--- src/common/digit_display_pkg.sv ---
package digit_display_pkg;

	// ==========================================================
	// geometry
	localparam int DIGIT_COUNT        = 5;
	localparam int STATIC_DIGIT_COUNT = 4;
	localparam int CODE_WIDTH         = 4;
	localparam int SEGMENT_WIDTH      = 7;
	localparam int CODES_WIDTH        = DIGIT_COUNT * CODE_WIDTH;

	// ==========================================================
	// wishbone register map (byte addresses, one word each)
	localparam int WB_ADDR_WIDTH = 8;
	localparam int WB_DATA_WIDTH = 32;
	localparam int WB_SEL_WIDTH  = 4;

	localparam logic [7:0] CONTROL_OFFSET     = 8'h00;
	localparam logic [7:0] CODES_OFFSET       = 8'h04;
	localparam logic [7:0] STATUS_OFFSET      = 8'h08;
	localparam logic [7:0] LATCH_COUNT_OFFSET = 8'h0c;

	// control register fields
	localparam int CONTROL_DYNAMIC_BIT = 0;
	localparam int CONTROL_MINUS_BIT   = 1;
	localparam int CONTROL_POINT_LSB   = 2;
	localparam int CONTROL_WIDTH       = 7;
	localparam logic [6:0] CONTROL_RESET = 7'h00;

	// status register fields
	localparam int STATUS_BLANK_LSB  = 0;
	localparam int STATUS_SELECT_LSB = 5;
	localparam int STATUS_MODE_BIT   = 10;

	localparam int LATCH_COUNT_WIDTH = 16;
	localparam logic [15:0] LATCH_COUNT_ONE = 16'h0001;

	// ==========================================================
	// reset and idle values
	localparam logic [3:0]  CODE_ZERO      = 4'h0;
	localparam logic [19:0] CODES_RESET    = 20'h0_0000;
	localparam logic [4:0]  SELECTS_IDLE   = 5'h1f;
	localparam logic [31:0] WB_DATA_ZERO   = 32'h0000_0000;

	// ==========================================================
	// segment patterns, bit order g f e d c b a
	localparam logic [6:0] SEGMENT_BLANK = 7'h00;
	localparam logic [6:0] SEGMENT_0     = 7'h3f;
	localparam logic [6:0] SEGMENT_1     = 7'h06;
	localparam logic [6:0] SEGMENT_2     = 7'h5b;
	localparam logic [6:0] SEGMENT_3     = 7'h4f;
	localparam logic [6:0] SEGMENT_4     = 7'h66;
	localparam logic [6:0] SEGMENT_5     = 7'h6d;
	localparam logic [6:0] SEGMENT_6     = 7'h7d;
	localparam logic [6:0] SEGMENT_7     = 7'h07;
	localparam logic [6:0] SEGMENT_8     = 7'h7f;
	localparam logic [6:0] SEGMENT_9     = 7'h6f;
	localparam logic [6:0] SEGMENT_A     = 7'h77;
	localparam logic [6:0] SEGMENT_B     = 7'h7c;
	localparam logic [6:0] SEGMENT_C     = 7'h39;
	localparam logic [6:0] SEGMENT_D     = 7'h5e;
	localparam logic [6:0] SEGMENT_E     = 7'h79;
	localparam logic [6:0] SEGMENT_F     = 7'h71;

	typedef enum logic [1:0] {
		MODE_STATIC  = 2'b01,
		MODE_DYNAMIC = 2'b10
	} input_mode_type;

endpackage

--- src/rtl/digit_display_input_latch.sv ---
// Local design decisions: register access over Wishbone and the placing of the registers.
module digit_display_input_latch (
	input  wire logic                                        i_clock,
	input  wire logic                                        i_reset,
	input  wire logic                                        i_wb_cyc,
	input  wire logic                                        i_wb_stb,
	input  wire logic                                        i_wb_we,
	input  wire logic [digit_display_pkg::WB_ADDR_WIDTH-1:0] i_wb_adr,
	input  wire logic [digit_display_pkg::WB_DATA_WIDTH-1:0] i_wb_dat,
	input  wire logic [digit_display_pkg::WB_SEL_WIDTH-1:0]  i_wb_sel,
	output logic                                             o_wb_ack,
	output logic      [digit_display_pkg::WB_DATA_WIDTH-1:0] o_wb_dat,
	input  wire logic [digit_display_pkg::CODE_WIDTH-1:0]    i_first_digit_code,
	input  wire logic [digit_display_pkg::CODE_WIDTH-1:0]    i_second_digit_code,
	input  wire logic [digit_display_pkg::CODE_WIDTH-1:0]    i_third_digit_code,
	input  wire logic [digit_display_pkg::CODE_WIDTH-1:0]    i_fourth_digit_code,
	input  wire logic [digit_display_pkg::CODE_WIDTH-1:0]    i_shared_digit_code,
	input  wire logic                                        i_units_digit_select_n,
	input  wire logic                                        i_tens_digit_select_n,
	input  wire logic                                        i_hundreds_digit_select_n,
	input  wire logic                                        i_thousands_digit_select_n,
	input  wire logic                                        i_ten_thousands_digit_select_n,
	output logic      [digit_display_pkg::SEGMENT_WIDTH-1:0] o_units_segments,
	output logic      [digit_display_pkg::SEGMENT_WIDTH-1:0] o_tens_segments,
	output logic      [digit_display_pkg::SEGMENT_WIDTH-1:0] o_hundreds_segments,
	output logic      [digit_display_pkg::SEGMENT_WIDTH-1:0] o_thousands_segments,
	output logic      [digit_display_pkg::SEGMENT_WIDTH-1:0] o_ten_thousands_segments,
	output logic                                             o_minus_symbol,
	output logic      [digit_display_pkg::DIGIT_COUNT-1:0]   o_decimal_points
);

	import digit_display_pkg::*;

	// ==========================================================
	// synchronised pins
	logic [CODE_WIDTH*STATIC_DIGIT_COUNT-1:0] static_codes_async;
	logic [CODE_WIDTH*STATIC_DIGIT_COUNT-1:0] static_codes_sync;
	logic [CODE_WIDTH-1:0]                    shared_code_sync;
	logic [DIGIT_COUNT-1:0]                   selects_async_n;
	logic [DIGIT_COUNT-1:0]                   selects_sync_n;
	logic [DIGIT_COUNT-1:0]                   selects_prev_n_reg;

	assign static_codes_async = {
		i_fourth_digit_code,
		i_third_digit_code,
		i_second_digit_code,
		i_first_digit_code
	};
	assign selects_async_n = {
		i_ten_thousands_digit_select_n,
		i_thousands_digit_select_n,
		i_hundreds_digit_select_n,
		i_tens_digit_select_n,
		i_units_digit_select_n
	};

	// data and strobes share one latency so a latched code never mixes old and new bits
	input_synchroniser #(
		.WIDTH      (CODE_WIDTH * STATIC_DIGIT_COUNT),
		.IDLE_VALUE (WB_DATA_ZERO)
	) static_sync (
		.i_clock (i_clock),
		.i_reset (i_reset),
		.i_async (static_codes_async),
		.o_sync  (static_codes_sync)
	);

	input_synchroniser #(
		.WIDTH      (CODE_WIDTH),
		.IDLE_VALUE (WB_DATA_ZERO)
	) shared_sync (
		.i_clock (i_clock),
		.i_reset (i_reset),
		.i_async (i_shared_digit_code),
		.o_sync  (shared_code_sync)
	);

	input_synchroniser #(
		.WIDTH      (DIGIT_COUNT),
		.IDLE_VALUE ({27'h000_0000, SELECTS_IDLE})
	) select_sync (
		.i_clock (i_clock),
		.i_reset (i_reset),
		.i_async (selects_async_n),
		.o_sync  (selects_sync_n)
	);

	// ==========================================================
	// control state
	logic [CONTROL_WIDTH-1:0]     control_reg;
	input_mode_type               mode;
	logic [LATCH_COUNT_WIDTH-1:0] latch_count_reg;

	// a mode change keeps every latch, so dynamic digits come back unchanged
	assign mode = control_reg[CONTROL_DYNAMIC_BIT] ? MODE_DYNAMIC : MODE_STATIC;

	// ==========================================================
	// dynamic latches, one per digit
	logic [CODE_WIDTH-1:0] latched_code_reg [DIGIT_COUNT];
	logic [CODE_WIDTH-1:0] shown_code       [DIGIT_COUNT];
	logic [DIGIT_COUNT-1:0] code_is_zero;
	logic [DIGIT_COUNT-1:0] blank;
	logic [SEGMENT_WIDTH-1:0] segments_next [DIGIT_COUNT];
	logic [SEGMENT_WIDTH-1:0] segments_reg  [DIGIT_COUNT];
	logic [CODES_WIDTH-1:0]   shown_codes_flat;

	genvar digit;
	generate
		for (digit = 0; digit < DIGIT_COUNT; digit++) begin : gen_digit
			// follows the bus while its strobe is low; a strobe that stays high holds
			always_ff @(posedge i_clock) begin
				if (i_reset) begin
					latched_code_reg[digit] <= CODE_ZERO;
				end else if (mode == MODE_DYNAMIC && !selects_sync_n[digit]) begin
					latched_code_reg[digit] <= shared_code_sync;
				end
			end

			// the fifth position has no static lines, so it reads as zero and blanks
			if (digit < STATIC_DIGIT_COUNT) begin : gen_static
				always_comb begin
					if (mode == MODE_STATIC) begin
						shown_code[digit] = static_codes_sync[digit*CODE_WIDTH +: CODE_WIDTH];
					end else begin
						shown_code[digit] = latched_code_reg[digit];
					end
				end
			end else begin : gen_dynamic_only
				always_comb begin
					if (mode == MODE_STATIC) begin
						shown_code[digit] = CODE_ZERO;
					end else begin
						shown_code[digit] = latched_code_reg[digit];
					end
				end
			end

			assign code_is_zero[digit] = (shown_code[digit] == CODE_ZERO);
			assign shown_codes_flat[digit*CODE_WIDTH +: CODE_WIDTH] = shown_code[digit];

			// a zero blanks only when every digit above it is blank; units always show
			if (digit == 0) begin : gen_units
				assign blank[digit] = 1'b0;
			end else if (digit == DIGIT_COUNT - 1) begin : gen_top
				assign blank[digit] = code_is_zero[digit];
			end else begin : gen_middle
				assign blank[digit] = code_is_zero[digit] & blank[digit+1];
			end

			digit_segment_decoder decoder (
				.i_code     (shown_code[digit]),
				.i_blank    (blank[digit]),
				.o_segments (segments_next[digit])
			);

			always_ff @(posedge i_clock) begin
				if (i_reset) begin
					segments_reg[digit] <= SEGMENT_BLANK;
				end else begin
					segments_reg[digit] <= segments_next[digit];
				end
			end
		end
	endgenerate

	assign o_units_segments         = segments_reg[0];
	assign o_tens_segments          = segments_reg[1];
	assign o_hundreds_segments      = segments_reg[2];
	assign o_thousands_segments     = segments_reg[3];
	assign o_ten_thousands_segments = segments_reg[4];

	// ==========================================================
	// fixed symbols, independent of any data line
	logic                   minus_reg;
	logic [DIGIT_COUNT-1:0] points_reg;

	always_ff @(posedge i_clock) begin
		if (i_reset) begin
			minus_reg <= 1'b0;
		end else begin
			minus_reg <= control_reg[CONTROL_MINUS_BIT];
		end
	end

	always_ff @(posedge i_clock) begin
		if (i_reset) begin
			points_reg <= '0;
		end else begin
			points_reg <= control_reg[CONTROL_POINT_LSB +: DIGIT_COUNT];
		end
	end

	assign o_minus_symbol   = minus_reg;
	assign o_decimal_points = points_reg;

	// ==========================================================
	// completed strobes, counted on the rising edge of a select
	logic [DIGIT_COUNT-1:0] strobe_done;
	logic                   any_strobe_done;

	assign strobe_done     = selects_sync_n & ~selects_prev_n_reg;
	assign any_strobe_done = |strobe_done;

	always_ff @(posedge i_clock) begin
		if (i_reset) begin
			selects_prev_n_reg <= SELECTS_IDLE;
		end else begin
			selects_prev_n_reg <= selects_sync_n;
		end
	end

	// counts at most one per cycle; simultaneous strobes are a controller fault anyway
	always_ff @(posedge i_clock) begin
		if (i_reset) begin
			latch_count_reg <= '0;
		end else if (mode == MODE_DYNAMIC && any_strobe_done) begin
			latch_count_reg <= latch_count_reg + LATCH_COUNT_ONE;
		end
	end

	// ==========================================================
	// wishbone classic slave, one wait state
	// ack is registered, so a write lands on the taking edge, the same edge that raises ack
	logic                     request;
	logic                     ack_reg;
	logic [WB_DATA_WIDTH-1:0] read_data_reg;
	logic [WB_DATA_WIDTH-1:0] read_data_next;
	logic [WB_DATA_WIDTH-1:0] status_word;
	logic                     hit_control;
	logic                     hit_codes;
	logic                     hit_status;
	logic                     hit_count;
	logic                     control_write;
	logic                     read_take;

	assign request       = i_wb_cyc & i_wb_stb & ~ack_reg;
	assign hit_control   = (i_wb_adr == CONTROL_OFFSET);
	assign hit_codes     = (i_wb_adr == CODES_OFFSET);
	assign hit_status    = (i_wb_adr == STATUS_OFFSET);
	assign hit_count     = (i_wb_adr == LATCH_COUNT_OFFSET);
	assign control_write = request & i_wb_we & hit_control & i_wb_sel[0];
	assign read_take     = request & ~i_wb_we;

	always_ff @(posedge i_clock) begin
		if (i_reset) begin
			ack_reg <= 1'b0;
		end else begin
			ack_reg <= request;
		end
	end

	always_ff @(posedge i_clock) begin
		if (i_reset) begin
			control_reg <= CONTROL_RESET;
		end else if (control_write) begin
			control_reg <= i_wb_dat[CONTROL_WIDTH-1:0];
		end
	end

	// select levels are shown after the synchroniser, as the latches see them
	always_comb begin
		status_word = WB_DATA_ZERO;
		status_word[STATUS_BLANK_LSB +: DIGIT_COUNT]  = blank;
		status_word[STATUS_SELECT_LSB +: DIGIT_COUNT] = selects_sync_n;
		status_word[STATUS_MODE_BIT]                  = (mode == MODE_DYNAMIC);
	end

	// unmapped addresses still answer, reading zero and ignoring writes
	always_comb begin
		read_data_next = WB_DATA_ZERO;
		if (hit_control) begin
			read_data_next[CONTROL_WIDTH-1:0] = control_reg;
		end else if (hit_codes) begin
			read_data_next[CODES_WIDTH-1:0] = shown_codes_flat;
		end else if (hit_status) begin
			read_data_next = status_word;
		end else if (hit_count) begin
			read_data_next[LATCH_COUNT_WIDTH-1:0] = latch_count_reg;
		end
	end

	always_ff @(posedge i_clock) begin
		if (i_reset) begin
			read_data_reg <= WB_DATA_ZERO;
		end else if (read_take) begin
			read_data_reg <= read_data_next;
		end
	end

	assign o_wb_ack = ack_reg;
	assign o_wb_dat = read_data_reg;

endmodule

--- src/rtl/digit_segment_decoder.sv ---
module digit_segment_decoder (
	input  wire logic [digit_display_pkg::CODE_WIDTH-1:0]    i_code,
	input  wire logic                                        i_blank,
	output logic      [digit_display_pkg::SEGMENT_WIDTH-1:0] o_segments
);

	import digit_display_pkg::*;

	// ==========================================================
	// numerals then hexadecimal letters
	always_comb begin
		o_segments = SEGMENT_BLANK;
		if (!i_blank) begin
			case (i_code)
				4'h0: o_segments = SEGMENT_0;
				4'h1: o_segments = SEGMENT_1;
				4'h2: o_segments = SEGMENT_2;
				4'h3: o_segments = SEGMENT_3;
				4'h4: o_segments = SEGMENT_4;
				4'h5: o_segments = SEGMENT_5;
				4'h6: o_segments = SEGMENT_6;
				4'h7: o_segments = SEGMENT_7;
				4'h8: o_segments = SEGMENT_8;
				4'h9: o_segments = SEGMENT_9;
				4'ha: o_segments = SEGMENT_A;
				4'hb: o_segments = SEGMENT_B;
				4'hc: o_segments = SEGMENT_C;
				4'hd: o_segments = SEGMENT_D;
				4'he: o_segments = SEGMENT_E;
				default: o_segments = SEGMENT_F;
			endcase
		end
	end

endmodule

--- src/rtl/input_synchroniser.sv ---
module input_synchroniser #(
	parameter int          WIDTH      = 1,
	parameter logic [31:0] IDLE_VALUE = 32'h0000_0000
) (
	input  wire logic             i_clock,
	input  wire logic             i_reset,
	input  wire logic [WIDTH-1:0] i_async,
	output logic      [WIDTH-1:0] o_sync
);

	logic [WIDTH-1:0] first_reg;
	logic [WIDTH-1:0] second_reg;

	// ==========================================================
	// two stages; only the second stage is seen outside
	always_ff @(posedge i_clock) begin
		if (i_reset) begin
			first_reg  <= IDLE_VALUE[WIDTH-1:0];
			second_reg <= IDLE_VALUE[WIDTH-1:0];
		end else begin
			first_reg  <= i_async;
			second_reg <= first_reg;
		end
	end

	assign o_sync = second_reg;

endmodule

--- config.mk ---
export PLATFORM = sky130hd
export DESIGN_NAME = digit_display_input_latch
export DESIGN_NICKNAME = d
export VERILOG_FILES = /design/src/common/digit_display_pkg.sv /design/src/rtl/digit_display_input_latch.sv /design/src/rtl/digit_segment_decoder.sv /design/src/rtl/input_synchroniser.sv
export SDC_FILE = /design/constraint.sdc
export NUM_CORES = 1
export LEC_CHECK = 0
export BUFFER_PORTS_ARGS = -buffer_cell sky130_fd_sc_hd__buf_2
export CAP_MARGIN = 10
export CORE_UTILIZATION = 55
export DETAILED_ROUTE_END_ITERATION = 8
export PLACE_DENSITY = 0.86
export SYNTH_ARGS = -nofsm -noshare
export SYNTH_HDL_FRONTEND = slang
export SYNTH_SLANG_ARGS = --single-unit
--- constraint.sdc ---
create_clock -name i_clock -period 5.35 [get_ports i_clock]
set_input_delay 1.07 -clock i_clock [delete_from_list [all_inputs] [get_ports i_clock]]
set_output_delay 1.07 -clock i_clock [all_outputs]
set_load 0.005 [all_outputs]
==> reports/qor.yml <==
floorplanning:
  start_util_pct: 57.09
  core_area_mm2: 0.01211
  die_w_um: 114.1
  die_h_um: 114.1
  die_area_mm2: 0.01302
  row_count: 40
  io_pins: 148
detailed_routing:
  totalWireLength_um: 15070
  post_drt_wl_per_cell_um: 15.29
  remaining_drc_errors: 0
  vias_per_cell: 5.493
  drt_pass1_iterations: 5
  vias: 5416
  antenna_left: 0
  drt_iter0_markers: 540
clock_network:
  holdBufCountCts: 0
  post_cts_resized: 0
  numCtsBuffers: 17
  clkLatencyLatePin_ns: 0.42
  path_clk_slew_ns: 0.06
  cts_tree: "done"
  post_cts_buffers: 0
  root_buffer: "clkbuf_16"
  cts.sinks: 160
  clockBufferDepth: 2
  htree_levels: 4
grt:
  grt_util_all_layers_pct: 24.36
  grt_overflow: 0
  grt_pass1_wl_um: 24130
  first_global_vias: 4815
  antenna_found_initial: 0
  grt_max_degree: 81
synth:
  synth_fa_ha_area_share_pct: 6.153
  postSynthAreaPerCell_um2: 9.752
  synth-seq-cells: 160
  synthFlopType: "dfxtp_1"
  netlist.area_leader.share_pct: 40.54
  async_reset_ff_share_pct: 0
  yosysSeqAreaShare_pct: 49.22
  synth-xor-area-share_pct: 1.013
  synthTopCellsByArea: "dfxtp_1 41%, edfxtp_1 8.7%, ha_1 6.2%"
  synth_edf_count: 20
  synth_top_family_by_area: "simple AND/OR/NAND/NOR gates"
  syn-cell-area_mm2: 0.006914
  synth_area_leader_cell: "dfxtp_1"
  synth.area.mux_share_pct: 6.551
  syn_inst: 709
  synth-compound-area-share_pct: 12.76
  synthSimpleGateAreaFrac_pct: 19.74
  ys_warn_count: 0
  yosysUniqueCellTypes: 64
pwr:
  powerDensity_mw_per_mm2: 327.3
  leakage_nw: 3.457
  ir_drop_uv: 211.2
placed_design:
  hpwl_um: 10520
  gp_congestion: 0.8926
  io_buffers: 107
timing:
  min_period_over_period_pct: 59.61
  setup_tns_ns: 0
  fmax_ghz: 0.3136
  final.min_clock_period_ns: 3.189
  rsz0062_at_grt: "no"
  finClkSkew_ns: 0.01575
  slew_viol_final: 0
  whs_ns: 0.4096
  tightest_slew_ns: 0.9278
  setup_violations: 0
  hold_viol_final: 0
  slew_headroom_pct: 36.38
final_layout:
  largest_reg_flops: 35
  mostFrequentLayoutCells: "139 x dfxtp_1, 106 x buf_2, 81 x nor2_1"
  n_fill_cell: 963
  area_growth_pct: 17.08
  diodes: 0
  drive_gt1_share_pct: 21.39
  nets: 914
  mostFrequentLayoutCell: "dfxtp_1"
setup_path:
  rrSetupSlack_ns: 2.16
  startpoint_type: "register"
  cp.arrival_ns: 3.50
  critPathRequiredTime_ns: 5.66
  cp-startpoint: "control_reg[0]$_SDFFE_PP0P_"
  critical_path_class: "register to register"
  r2r_start: "control_reg[0]$_SDFFE_PP0P_"
  cp-end-kind: "register"
  cp_max_fo: 36
worst_hold_path:
  holdCritPathClass: "register to register"
  worstHoldStart: "select_sync.first_reg[3]$_SDFF_PP1_"
run:
  max-cap-violations: 0
outcome:
  status: "finished, final reports clean"
-- stage by stage --
stage | setup WS [ns] | util [%] | total power, mW | instances | instance area (µm²)
2_1_floorplan | 2.977 | - | 1.416 | 720 | 6955
3_3_place_gp | 2.338 | 62.00 | 1.470 | 955 | 7510
3_5_place_dp | 2.302 | 62.00 | 1.474 | 955 | 7510
4_1_cts | 2.283 | 66.84 | 2.658 | 986 | 8095
5_1_grt | 2.014 | 66.84 | 2.740 | 986 | 8095
6_report | 2.161 | 66.84 | 2.649 | 986 | 8095
-- cell type report --
| type | instances | area, µm² | share of cell area (%) |
|---|---|---|---|
| flip-flops and latches | 160 | 3405 | 42.06 |
| multi-input cells | 494 | 3241 | 40.03 |
| repair buffers | 112 | 575.6 | 7.110 |
| clock buffers | 20 | 446.7 | 5.518 |
| well taps | 168 | 210.2 | 2.597 |
| clock inverters | 11 | 138.9 | 1.716 |
| inverters | 21 | 78.83 | 0.9737 |
-- power by group --
part / switching (mW) / total [mW] / internal [mW]
sequential: 0.0165 / 1.27 / 1.26
clock: 0.459 / 1.20 / 0.739
combinational: 0.104 / 0.177 / 0.0736
total: 0.579 / 2.65 / 2.07
-- logic make-up after synthesis --
kind of cell             Yosys count
AND/OR/NAND/NOR                  269
AO/OA/AOI/OAI                    127
buffers and inverters             66
XOR/XNOR                           8
multiplexers                      44
flip-flops                       160
adder cells (fa/ha/maj)           34
other                              1
-- cell usage after synthesis (2+ instances only) --
master	number
a211oi_1	13
a21o_1	3
a21oi_1	26
a221oi_1	10
a22oi_1	8
a311oi_1	2
a31oi_1	10
a32oi_1	2
and3_1	9
buf_2	9
buf_4	14
clkbuf_1	22
dfxtp_1	140
edfxtp_1	20
ha_1	34
inv_1	20
mux2_2	10
mux2i_1	34
nand2_1	42
nand2b_1	13
nand3_1	16
nand4_1	2
nor2_1	81
nor2b_1	50
nor3_1	20
nor4_1	2
o2111ai_1	4
o211ai_1	4
o21ai_0	17
o21ai_1	2
o221ai_1	2
o22ai_1	10
o31ai_1	2
or2_2	15
or3_1	6
xnor2_1	2
xor2_1	6
-- layer usage --
metal / GRT usage [%] / part of all wire, % / vias to the layer above
li1: - / - / 2663
met1: 32.16 / 45 / 2477
met2: 37.70 / 46 / 239
met3: 5.453 / 6.3 / 37
met4: 12.38 / 3.0 / 0
met5: 0 / 0 / -
-- worst paths after layout --
kind,end,depth (start not counted)
worst min register to register,select_sync.o_sync[3]$_SDFF_PP1_,1
worst min-delay path,select_sync.o_sync[3]$_SDFF_PP1_,1
worst max register to register,o_wb_dat[1]$_SDFFE_PP0P_,7
worst max-delay path,o_wb_dat[1]$_SDFFE_PP0P_,7
-- worst max-delay path: stages, from the launching register on --
cell and delay [ns]:
dfxtp_2 0.82, buf_4 0.40, mux2i_1 0.42, ha_1 0.33, o2111a_1 0.28, and3_1 0.29
nand4_1 0.15, a221oi_1 0.37
Note: power is estimated with default switching activity, not from simulation.
